$ cat config.mk
export PLATFORM = sky130hd
export DESIGN_NAME = hwico_overlay
export DESIGN_NICKNAME = d
export VERILOG_FILES = /design/src/rtl/hwico_pkg.sv /design/src/rtl/hwico_overlay.sv
export SDC_FILE = /design/constraint.sdc
export NUM_CORES = 2
export LEC_CHECK = 0
export BUFFER_PORTS_ARGS = -buffer_cell sky130_fd_sc_hd__buf_2
export CAP_MARGIN = 40
export CORE_UTILIZATION = 47
export DETAILED_ROUTE_END_ITERATION = 6
export PLACE_DENSITY = 0.64
export SLEW_MARGIN = 15
export SYNTH_ARGS = -nofsm -noshare
export SYNTH_HDL_FRONTEND = slang
export SYNTH_SLANG_ARGS = --single-unit
$ cat constraint.sdc
create_clock -name clk_in -period 11.9 [get_ports clk_in]
set_clock_uncertainty 0.05 [all_clocks]
set_input_delay 1.785 -clock clk_in [delete_from_list [all_inputs] [get_ports clk_in]]
set_output_delay 1.785 -clock clk_in [all_outputs]
set_load 0.05 [all_outputs]
$ cat src/rtl/hwico_pkg.sv
// Package: register map, field layout, reset values and fixed sizes for the icon overlay
// ----------------------------------------------------------------------------
// How it works
// - Early fetch request rises once FIFO level falls to the pre-threshold.
// - Request priority turns high once FIFO level falls to the threshold.
// - Pre-fetch enable starts fetching one line before the icon window.
// - Blend-mode bit gives icon plus (one minus alpha) times graphics.
// - True-colour per-pixel alpha comes from bits 23:16, or 31:24 if selected.
// - Size field: 00 is 32x32, 01 is 64x64, 1x is 128x128.
// - Format field: 00 RGB555, 01 RGB565, 10 RGB32, 11 RGB10.
// - Constant alpha is high nibble 7:4 plus low nibble 19:16, reset all ones.
// - Fade changes alpha per frame by step from constant; upper nibble used.
// - Fade direction 1 adds the step; 0 subtracts it.
// - Alpha fade runs only while fade enable is set.
// - Fifth video window length disable forces that window's request length zero.
// - Scaling bit enables fifth video window scaling on the primary path.
// - Icon shows only when enabled; blends with graphics only when blending enabled.
// - Icon fetch starts at address from bits 28:4, in 16-byte units.
// - Fetches go to target code 00, 01 or 11; code 10 is reserved.
// - Icon starts at 11-bit horizontal pixel and vertical line positions.
// - Icon applies 7-bit horizontal and vertical centre offsets.
// - Transparent colour compares format-dependent bit ranges of the pixel.
// - Inverse colour compares the same format-dependent bit ranges.
// - Overlay acts on the primary path only; secondary path passes through.
// ----------------------------------------------------------------------------
package hwico_pkg;
  // ---------------------------------------------------------------
  // Register offsets
  // ---------------------------------------------------------------
  localparam logic [12:0] OFS_FIFO_THR   = 13'h02E8;
  localparam logic [12:0] OFS_TRANSP     = 13'h02EC;
  localparam logic [12:0] OFS_CTRL       = 13'h02F0;
  localparam logic [12:0] OFS_FB_START   = 13'h02F4;
  localparam logic [12:0] OFS_START_LOC  = 13'h02F8;
  localparam logic [12:0] OFS_CENTER     = 13'h02FC;
  localparam logic [12:0] OFS_INVERSE    = 13'h120C;
  // ---------------------------------------------------------------
  // Reset values and writable masks
  // ---------------------------------------------------------------
  localparam logic [31:0] RST_CTRL       = 32'h000F00F0;
  localparam logic [31:0] RST_ZERO       = 32'h00000000;
  localparam logic [31:0] WM_FIFO_THR    = 32'hFF00FF00;
  localparam logic [31:0] WM_COLOR       = 32'h3FFFFFFF;
  localparam logic [31:0] WM_CTRL        = 32'h7F0FF3FF;
  localparam logic [31:0] WM_FB_START    = 32'h7FFFFFF0;
  localparam logic [31:0] WM_LOC         = 32'h07FF07FF;
  localparam logic [31:0] WM_CENTER      = 32'h007F007F;
  // ---------------------------------------------------------------
  // Control field positions
  // ---------------------------------------------------------------
  localparam int CB_PREFETCH   = 30;
  localparam int CB_ADD_MODE   = 29;
  localparam int CB_ALPHA_SRC  = 28;
  localparam int CB_SIZE       = 26;
  localparam int CB_FMT        = 24;
  localparam int CB_ALPHA_LO   = 16;
  localparam int CB_STEP       = 12;
  localparam int CB_FADE_DIR   = 9;
  localparam int CB_FADE_EN    = 8;
  localparam int CB_ALPHA_HI   = 4;
  localparam int CB_V5_LEN_DIS = 3;
  localparam int CB_BLEND_EN   = 2;
  localparam int CB_V5_SCALE   = 1;
  localparam int CB_ICON_EN    = 0;
  localparam int FB_TGT_POS    = 29;
  localparam int LOC_X_POS     = 16;
  // ---------------------------------------------------------------
  // Encodings
  // ---------------------------------------------------------------
  localparam logic [1:0]  FMT_RGB555 = 2'h0;
  localparam logic [1:0]  FMT_RGB565 = 2'h1;
  localparam logic [1:0]  FMT_RGB32  = 2'h2;
  localparam logic [1:0]  FMT_RGB10  = 2'h3;
  localparam logic [1:0]  TGT_RSVD   = 2'h2;
  localparam logic [10:0] SIZE_32    = 11'h020;
  localparam logic [10:0] SIZE_64    = 11'h040;
  localparam logic [10:0] SIZE_128   = 11'h080;
  localparam int          FB_UNIT_SH = 4;
endpackage : hwico_pkg

$ cat src/rtl/hwico_overlay.sv
// Module: icon overlay with APB registers, fetch control, fade and blend on the primary path
`timescale 1ns/1ns
`default_nettype none
module hwico_overlay #(
  parameter int FIFO_DEPTH = 64,
  parameter int LEN_W      = 8
) (
  // Clock and reset
  input  wire logic              clk_in,
  input  wire logic              rst_in,
  // APB slave
  input  wire logic              psel_in,
  input  wire logic              penable_in,
  input  wire logic              pwrite_in,
  input  wire logic [12:0]       paddr_in,
  input  wire logic [31:0]       pwdata_in,
  output logic [31:0]            prdata_out,
  output logic                   pready_out,
  output logic                   pslverr_out,
  // Display timing of the primary path
  input  wire logic              frame_start_in,
  input  wire logic [10:0]       hpos_in,
  input  wire logic [10:0]       vpos_in,
  // Pixels
  input  wire logic [29:0]       gfx_pixel_in,
  input  wire logic [29:0]       sec_pixel_in,
  input  wire logic [31:0]       icon_pixel_in,
  output logic                   icon_pop_out,
  output logic [29:0]            pix_out,
  output logic [29:0]            sec_pix_out,
  // Icon memory fetch
  input  wire logic [7:0]        fifo_level_in,
  input  wire logic              mem_ack_in,
  output logic                   mem_req_out,
  output logic                   mem_req_hi_out,
  output logic [28:0]            mem_addr_out,
  output logic [1:0]             mem_tgt_out,
  // Fifth video window controls
  input  wire logic [LEN_W-1:0]  v5_len_in,
  output logic [LEN_W-1:0]       v5_len_out,
  output logic                   v5_scale_en_out
);
  // ---------------------------------------------------------------
  // Helpers
  // ---------------------------------------------------------------
  function automatic logic [29:0] color_mask(input logic [1:0] fmt);
    case (fmt)
      hwico_pkg::FMT_RGB555: color_mask = 30'h00007FFF;
      hwico_pkg::FMT_RGB565: color_mask = 30'h0000FFFF;
      hwico_pkg::FMT_RGB32:  color_mask = 30'h00FFFFFF;
      default:               color_mask = 30'h3FFFFFFF;
    endcase
  endfunction

  function automatic logic [9:0] blend_ch(input logic [9:0] ic, input logic [9:0] gf,
                                          input logic [7:0] a, input logic add_mode);
    logic [17:0] gpart;
    logic [17:0] ipart;
    logic [10:0] sum;
    gpart = {10'h000, 8'hFF - a} * {8'h00, gf};
    ipart = {10'h000, a} * {8'h00, ic};
    if (add_mode) begin
      sum = {1'b0, ic} + {1'b0, gpart[17:8]};
    end else begin
      sum = {1'b0, ipart[17:8]} + {1'b0, gpart[17:8]};
    end
    blend_ch = sum[10] ? 10'h3FF : sum[9:0];
  endfunction

  // ---------------------------------------------------------------
  // Registers
  // ---------------------------------------------------------------
  logic [31:0] fifo_thr_r;
  logic [31:0] transp_r;
  logic [31:0] ctrl_r;
  logic [31:0] fb_start_r;
  logic [31:0] start_loc_r;
  logic [31:0] center_r;
  logic [31:0] inverse_r;
  logic [31:0] prdata_r;
  logic [31:0] rd_mux;
  logic [31:0] fifo_thr_rd;

  wire logic setup_ph  = psel_in & ~penable_in;
  wire logic access_ph = psel_in & penable_in;
  wire logic sel_thr   = paddr_in == hwico_pkg::OFS_FIFO_THR;
  wire logic sel_tr    = paddr_in == hwico_pkg::OFS_TRANSP;
  wire logic sel_ctl   = paddr_in == hwico_pkg::OFS_CTRL;
  wire logic sel_fb    = paddr_in == hwico_pkg::OFS_FB_START;
  wire logic sel_loc   = paddr_in == hwico_pkg::OFS_START_LOC;
  wire logic sel_cen   = paddr_in == hwico_pkg::OFS_CENTER;
  wire logic sel_inv   = paddr_in == hwico_pkg::OFS_INVERSE;
  wire logic mapped    = sel_thr | sel_tr | sel_ctl | sel_fb | sel_loc | sel_cen | sel_inv;
  wire logic wr_en     = access_ph & pwrite_in & mapped;
  wire logic [31:0] wd = pwdata_in;

  // Depth field is read-only and shows the FIFO size minus one
  localparam logic [7:0] DEPTH_M1 = 8'(FIFO_DEPTH - 1);
  assign fifo_thr_rd = {fifo_thr_r[31:8], DEPTH_M1};
  assign rd_mux = sel_thr ? fifo_thr_rd :
                  sel_tr  ? transp_r    :
                  sel_ctl ? ctrl_r      :
                  sel_fb  ? fb_start_r  :
                  sel_loc ? start_loc_r :
                  sel_cen ? center_r    :
                  sel_inv ? inverse_r   : 32'h00000000;

  // Zero-wait slave: read data is latched in the setup cycle
  assign pready_out  = 1'b1;
  assign pslverr_out = access_ph & ~mapped;
  assign prdata_out  = prdata_r;

  always_ff @(posedge clk_in or posedge rst_in) begin
    if (rst_in) begin
      fifo_thr_r  <= hwico_pkg::RST_ZERO;
      transp_r    <= hwico_pkg::RST_ZERO;
      ctrl_r      <= hwico_pkg::RST_CTRL;
      fb_start_r  <= hwico_pkg::RST_ZERO;
      start_loc_r <= hwico_pkg::RST_ZERO;
      center_r    <= hwico_pkg::RST_ZERO;
      inverse_r   <= hwico_pkg::RST_ZERO;
      prdata_r    <= hwico_pkg::RST_ZERO;
    end else begin
      if (wr_en & sel_thr) fifo_thr_r  <= wd & hwico_pkg::WM_FIFO_THR;
      if (wr_en & sel_tr)  transp_r    <= wd & hwico_pkg::WM_COLOR;
      if (wr_en & sel_ctl) ctrl_r      <= wd & hwico_pkg::WM_CTRL;
      if (wr_en & sel_fb)  fb_start_r  <= wd & hwico_pkg::WM_FB_START;
      if (wr_en & sel_loc) start_loc_r <= wd & hwico_pkg::WM_LOC;
      if (wr_en & sel_cen) center_r    <= wd & hwico_pkg::WM_CENTER;
      if (wr_en & sel_inv) inverse_r   <= wd & hwico_pkg::WM_COLOR;
      if (setup_ph & ~pwrite_in) prdata_r <= rd_mux;
    end
  end

  // ---------------------------------------------------------------
  // Control fields
  // ---------------------------------------------------------------
  wire logic       icon_en   = ctrl_r[hwico_pkg::CB_ICON_EN];
  wire logic       blend_en  = ctrl_r[hwico_pkg::CB_BLEND_EN];
  wire logic       add_mode  = ctrl_r[hwico_pkg::CB_ADD_MODE];
  wire logic       alpha_src = ctrl_r[hwico_pkg::CB_ALPHA_SRC];
  wire logic       prefetch  = ctrl_r[hwico_pkg::CB_PREFETCH];
  wire logic       fade_en   = ctrl_r[hwico_pkg::CB_FADE_EN];
  wire logic       fade_in   = ctrl_r[hwico_pkg::CB_FADE_DIR];
  wire logic [1:0] fmt       = ctrl_r[hwico_pkg::CB_FMT +: 2];
  wire logic [1:0] size_sel  = ctrl_r[hwico_pkg::CB_SIZE +: 2];
  wire logic [3:0] step      = ctrl_r[hwico_pkg::CB_STEP +: 4];
  wire logic [7:0] const_alpha = {ctrl_r[hwico_pkg::CB_ALPHA_HI +: 4],
                                  ctrl_r[hwico_pkg::CB_ALPHA_LO +: 4]};
  wire logic [1:0] tgt       = fb_start_r[hwico_pkg::FB_TGT_POS +: 2];
  wire logic [7:0] pre_thr   = fifo_thr_r[31:24];
  wire logic [7:0] prio_thr  = fifo_thr_r[15:8];

  assign v5_len_out = ctrl_r[hwico_pkg::CB_V5_LEN_DIS] ? '0 : v5_len_in;
  assign v5_scale_en_out = ctrl_r[hwico_pkg::CB_V5_SCALE];

  // ---------------------------------------------------------------
  // Window placement
  // ---------------------------------------------------------------
  logic [10:0] icon_size;
  assign icon_size = (size_sel == 2'h0) ? hwico_pkg::SIZE_32 :
                     (size_sel == 2'h1) ? hwico_pkg::SIZE_64 : hwico_pkg::SIZE_128;

  // Origin is the start location minus the centre offset (hot spot)
  wire logic [10:0] x0 = start_loc_r[hwico_pkg::LOC_X_POS +: 11]
                         - {4'h0, center_r[22:16]};
  wire logic [10:0] y0 = start_loc_r[10:0] - {4'h0, center_r[6:0]};
  wire logic [10:0] dx = hpos_in - x0;
  wire logic [10:0] dy = vpos_in - y0;
  wire logic in_cols = (hpos_in >= x0) & (dx < icon_size);
  wire logic in_rows = (vpos_in >= y0) & (dy < icon_size);
  wire logic in_win  = icon_en & in_cols & in_rows;
  assign icon_pop_out = in_win;

  // ---------------------------------------------------------------
  // Fetch control
  // ---------------------------------------------------------------
  logic [24:0] fetch_addr_r;
  wire logic pre_line = prefetch & (vpos_in == y0 - 11'h001);
  wire logic fetch_active = icon_en & (tgt != hwico_pkg::TGT_RSVD)
                            & (in_rows | pre_line);
  assign mem_req_out    = fetch_active & (fifo_level_in <= pre_thr);
  assign mem_req_hi_out = mem_req_out & (fifo_level_in <= prio_thr);
  assign mem_addr_out   = {fetch_addr_r, 4'h0};
  assign mem_tgt_out    = tgt;

  always_ff @(posedge clk_in or posedge rst_in) begin
    if (rst_in) begin
      fetch_addr_r <= 25'h0000000;
    end else if (frame_start_in) begin
      fetch_addr_r <= fb_start_r[28:hwico_pkg::FB_UNIT_SH];
    end else if (mem_req_out & mem_ack_in) begin
      fetch_addr_r <= fetch_addr_r + 25'h0000001;
    end
  end

  // ---------------------------------------------------------------
  // Per-frame fade
  // ---------------------------------------------------------------
  logic [7:0] frame_alpha_r;
  logic [7:0] frame_alpha_nxt;
  assign frame_alpha_nxt = fade_in ? frame_alpha_r + {4'h0, step}
                                   : frame_alpha_r - {4'h0, step};

  always_ff @(posedge clk_in or posedge rst_in) begin
    if (rst_in) begin
      frame_alpha_r <= 8'hFF;
    end else if (!fade_en) begin
      frame_alpha_r <= const_alpha;
    end else if (frame_start_in) begin
      frame_alpha_r <= frame_alpha_nxt;
    end
  end

  // ---------------------------------------------------------------
  // Pixel decode and compose
  // ---------------------------------------------------------------
  logic [29:0] icon_rgb;
  always_comb begin
    case (fmt)
      hwico_pkg::FMT_RGB555: icon_rgb = {icon_pixel_in[14:10], icon_pixel_in[14:10],
                                         icon_pixel_in[9:5], icon_pixel_in[9:5],
                                         icon_pixel_in[4:0], icon_pixel_in[4:0]};
      hwico_pkg::FMT_RGB565: icon_rgb = {icon_pixel_in[15:11], icon_pixel_in[15:11],
                                         icon_pixel_in[10:5], icon_pixel_in[10:7],
                                         icon_pixel_in[4:0], icon_pixel_in[4:0]};
      hwico_pkg::FMT_RGB32:  icon_rgb = {icon_pixel_in[23:16], icon_pixel_in[23:22],
                                         icon_pixel_in[15:8], icon_pixel_in[15:14],
                                         icon_pixel_in[7:0], icon_pixel_in[7:6]};
      default:               icon_rgb = icon_pixel_in[29:0];
    endcase
  end

  wire logic [29:0] cmask   = color_mask(fmt);
  wire logic is_transp = (icon_pixel_in[29:0] & cmask) == (transp_r[29:0] & cmask);
  wire logic is_invert = (icon_pixel_in[29:0] & cmask) == (inverse_r[29:0] & cmask);
  wire logic true_color = fmt[1];
  // Fade resolves only the upper nibble; it is replicated to span full range
  wire logic [7:0] base_alpha = fade_en ? {frame_alpha_r[7:4], frame_alpha_r[7:4]}
                                        : const_alpha;
  wire logic [7:0] pix_alpha  = alpha_src ? icon_pixel_in[31:24]
                                          : icon_pixel_in[23:16];
  wire logic [7:0] eff_alpha  = true_color ? pix_alpha : base_alpha;

  logic [29:0] blended;
  assign blended = {blend_ch(icon_rgb[29:20], gfx_pixel_in[29:20], eff_alpha, add_mode),
                    blend_ch(icon_rgb[19:10], gfx_pixel_in[19:10], eff_alpha, add_mode),
                    blend_ch(icon_rgb[9:0],   gfx_pixel_in[9:0],   eff_alpha, add_mode)};

  logic [29:0] composed;
  assign composed = !in_win   ? gfx_pixel_in :
                    is_transp ? gfx_pixel_in :
                    is_invert ? ~gfx_pixel_in :
                    blend_en  ? blended : icon_rgb;

  logic [29:0] pix_r;
  logic [29:0] sec_pix_r;
  always_ff @(posedge clk_in or posedge rst_in) begin
    if (rst_in) begin
      pix_r     <= 30'h00000000;
      sec_pix_r <= 30'h00000000;
    end else begin
      pix_r     <= composed;
      sec_pix_r <= sec_pixel_in;
    end
  end
  assign pix_out     = pix_r;
  assign sec_pix_out = sec_pix_r;
endmodule : hwico_overlay
`default_nettype wire

==> summary.txt <==
Yosys
  • Syn_area_per_cell: 8.99 um2
  • Post-synth EDFFs: 0
  • Predominant post-synthesis flop cell: dfrtp_1
  • Synth unique cells: 89
  • FFs w/ async S/R, synth: 100%
  • Synth Warn #: 0
  • Register bit total from synthesis: 289
  • Yosys top cell by area: dfrtp_1
  • Cells after Synth: 3576
  • Mapped Area: 32100 um2
  • Register area share after synthesis: 22.6%
  • Post-synth top area share: 21.3%
  • Synth top area cells: dfrtp_1, fa_1, ha_1

Setup path
  • CP max stage delay: 0.90 ns
  • Crit. End Element: register
  • Crit Path Class: reg2reg
  • Worst EP required: 12.29 ns
  • Buffers and inverters on the worst path: 3
  • Worst Setup Start Kind: register
  • Crit-path leading delay family: compound AO/OA/AOI/OAI gates
  • Slowest CP cell: dfrtp_2
  • Max Fanout on Critical Path: 45
  • CP arrival: 9.72 ns
  • Reg2Reg Setup Slack: 2.57 ns

Status
  • Outcome: complete, but fails checks
  • Failing checks: DRC

Cells and area
  • Fraction of layout cells with a size suffix above 1: 18.2%
  • Nets: 4599
  • Final core occ: 53.7%
  • Fill count: 6218
  • Synth-to-Final Area Change: 12.5%
  • Final instance area: 36200 um2

Clocking
  • Hold_buf cts: 0
  • CTS tree: yes
  • Deepest clock path buffer count: 3
  • Worst-Skew Late Latency: 0.58 ns
  • CTS Sinks: 289
  • TritonCTS buffer count: 36
  • Resize count post-CTS: 0
  • H-Tree Depth: 2
  • Worst-path clk slew: 0.07 ns
  • Setup bufs post-CTS: 0
  • CTS Root Cell: clkbuf_16

STA
  • Final hold vios: 0
  • Max Clk Rate: 0.107 GHz
  • Worst slew pin tran: 0.895 ns
  • RSZ-0062 raised after global routing: false
  • Slew Limit Fails: 0
  • Tmin final: 9.33 ns
  • Finish-stage setup viols: 0
  • Fin crit share: 78.4%
  • WHS: 0.417 ns
  • Slew headroom: 40.1%
  • Setup TNS: 0 ns

Drt
  • Vias: 27.1k
  • Drt pass-1 iters: 7
  • Detail Route Antenna Nets: 0
  • Wirelength, routed: 98900 um
  • Routed length per placed instance: 20.9 um
  • Drc violations: 7
  • Via-to-Cell Ratio: 5.74
  • Iteration-0 DRC Markers: 2068

Die
  • Die Y: 264 um
  • Rows: 95
  • Core region area: 67400 um2
  • # IOs: 319
  • Die W: 264 um
  • Die area: 69400 um2
  • Starting density of the core: 47.7%

Place
  • DP HPWL: 76000 um
  • Routability cong.: 0.908
  • Cell Area, Placed: 34800 um2
  • PortBufs: 313

Global route
  • First-pass GRT wire length: 156000 um
  • Grt ovf: 0
  • Initial antenna violation count: 12
  • Vias in the first global route: 27.2k
  • GR Util All Layers: 28.8%
  • Pin count of the biggest net entering global routing: 108

Hold path
  • Worst hold path type: reg2reg

Job
  • Maxcap violations: 0
==> worst paths after layout <==
| path | from | endpoint | cells after the start |
|---|---|---|---|
| setup / recovery | ctrl_r[25] | pix_out[25] | 31 |
| hold / removal | prdata_out[8] | prdata_out[8] | 2 |
| setup reg to reg | ctrl_r[25] | pix_out[25] | 31 |
| hold reg to reg | prdata_out[8] | prdata_out[8] | 2 |
| max in group asynchronous | rst_in | sec_pix_out[5] | 5 |
| min in group asynchronous | rst_in | fifo_thr_r[30] | 2 |
==> logic make-up (layout without fill, tap and decap cells) <==
group	after synthesis	in the layout	synth area share (%)
simple gates	1095	1095	16.0
compound gates	629	629	12.9
buf+inv	605	876	7.16
fa+ha+maj	595	595	29.9
flops	289	289	22.6
mux	187	187	6.50
xor+xnor	174	174	4.89
other cells	2	8	0.0234
==> synth_stat cells, drive strengths merged (33+ instances only) <==
library cell / n
inv: 424
nor2: 353
mux2: 155
or2: 34
dfrtp: 273
nor2b: 70
xor2: 76
o21ai: 172
xnor2: 95
buf: 47
nand2: 319
nor3: 49
and2: 121
clkbuf: 134
ha: 307
a21oi: 126
a31oi: 33
fa: 288
o31ai: 44
==> state kept, by name (all words and copies together) (netlist names), 22 cells and up <==
name	count
inverse_r	30
fetch_addr_r	25
prdata_out	32
start_loc_r	22
transp_r	30
pix_out	30
fb_start_r	27
ctrl_r	25
sec_pix_out	30
==> layer usage <==
metal	track usage [%]	wire, um	vias to the layer above
li1	-	-	12421
met1	39.7	43300	13537
met2	45.7	45000	958
met3	5.64	7530	175
met4	8.28	3000	18
met5	0	96	-
==> area by class of cell <==
type                    count  area (um2)  share of cell area (%)
diodes                      3        7.51                  0.0208
clock buffers              45         995                    2.75
clock inverters            21         279                   0.772
inverters                 424        1600                    4.42
multi-input cells        2685       22700                    62.8
flip-flops and latches    289        7250                    20.1
well taps                 873        1090                    3.02
repair buffers            386        2210                    6.12
==> cell usage in the layout, fill, tap and decap left out, drive strengths merged, types with 95 or more instances in the layout <==
cell type  count
mux2         155
and2         121
nor2         353
nand2        319
inv          428
ha           307
o21ai        172
fa           288
dfrtp        273
a21oi        126
xnor2         95
buf          386
==> stage by stage <==
step,setup WS [ns],cells
6_report,2.57,4726
5_1_grt,1.74,4724
4_1_cts,2.67,4721
3_5_place_dp,2.29,4655
3_3_place_gp,2.07,4637
2_1_floorplan,2.11,3579
==> worst min-delay path, cell delays in order (launching register included) <==
cell and delay [ns]:
dfrtp_1 0.33, nand2_1 0.05, nand2_1 0.05
Power is left out: the tool's default activity adds up to more than one toggle a clock period on the data nets, which glitch-free logic cannot reach.
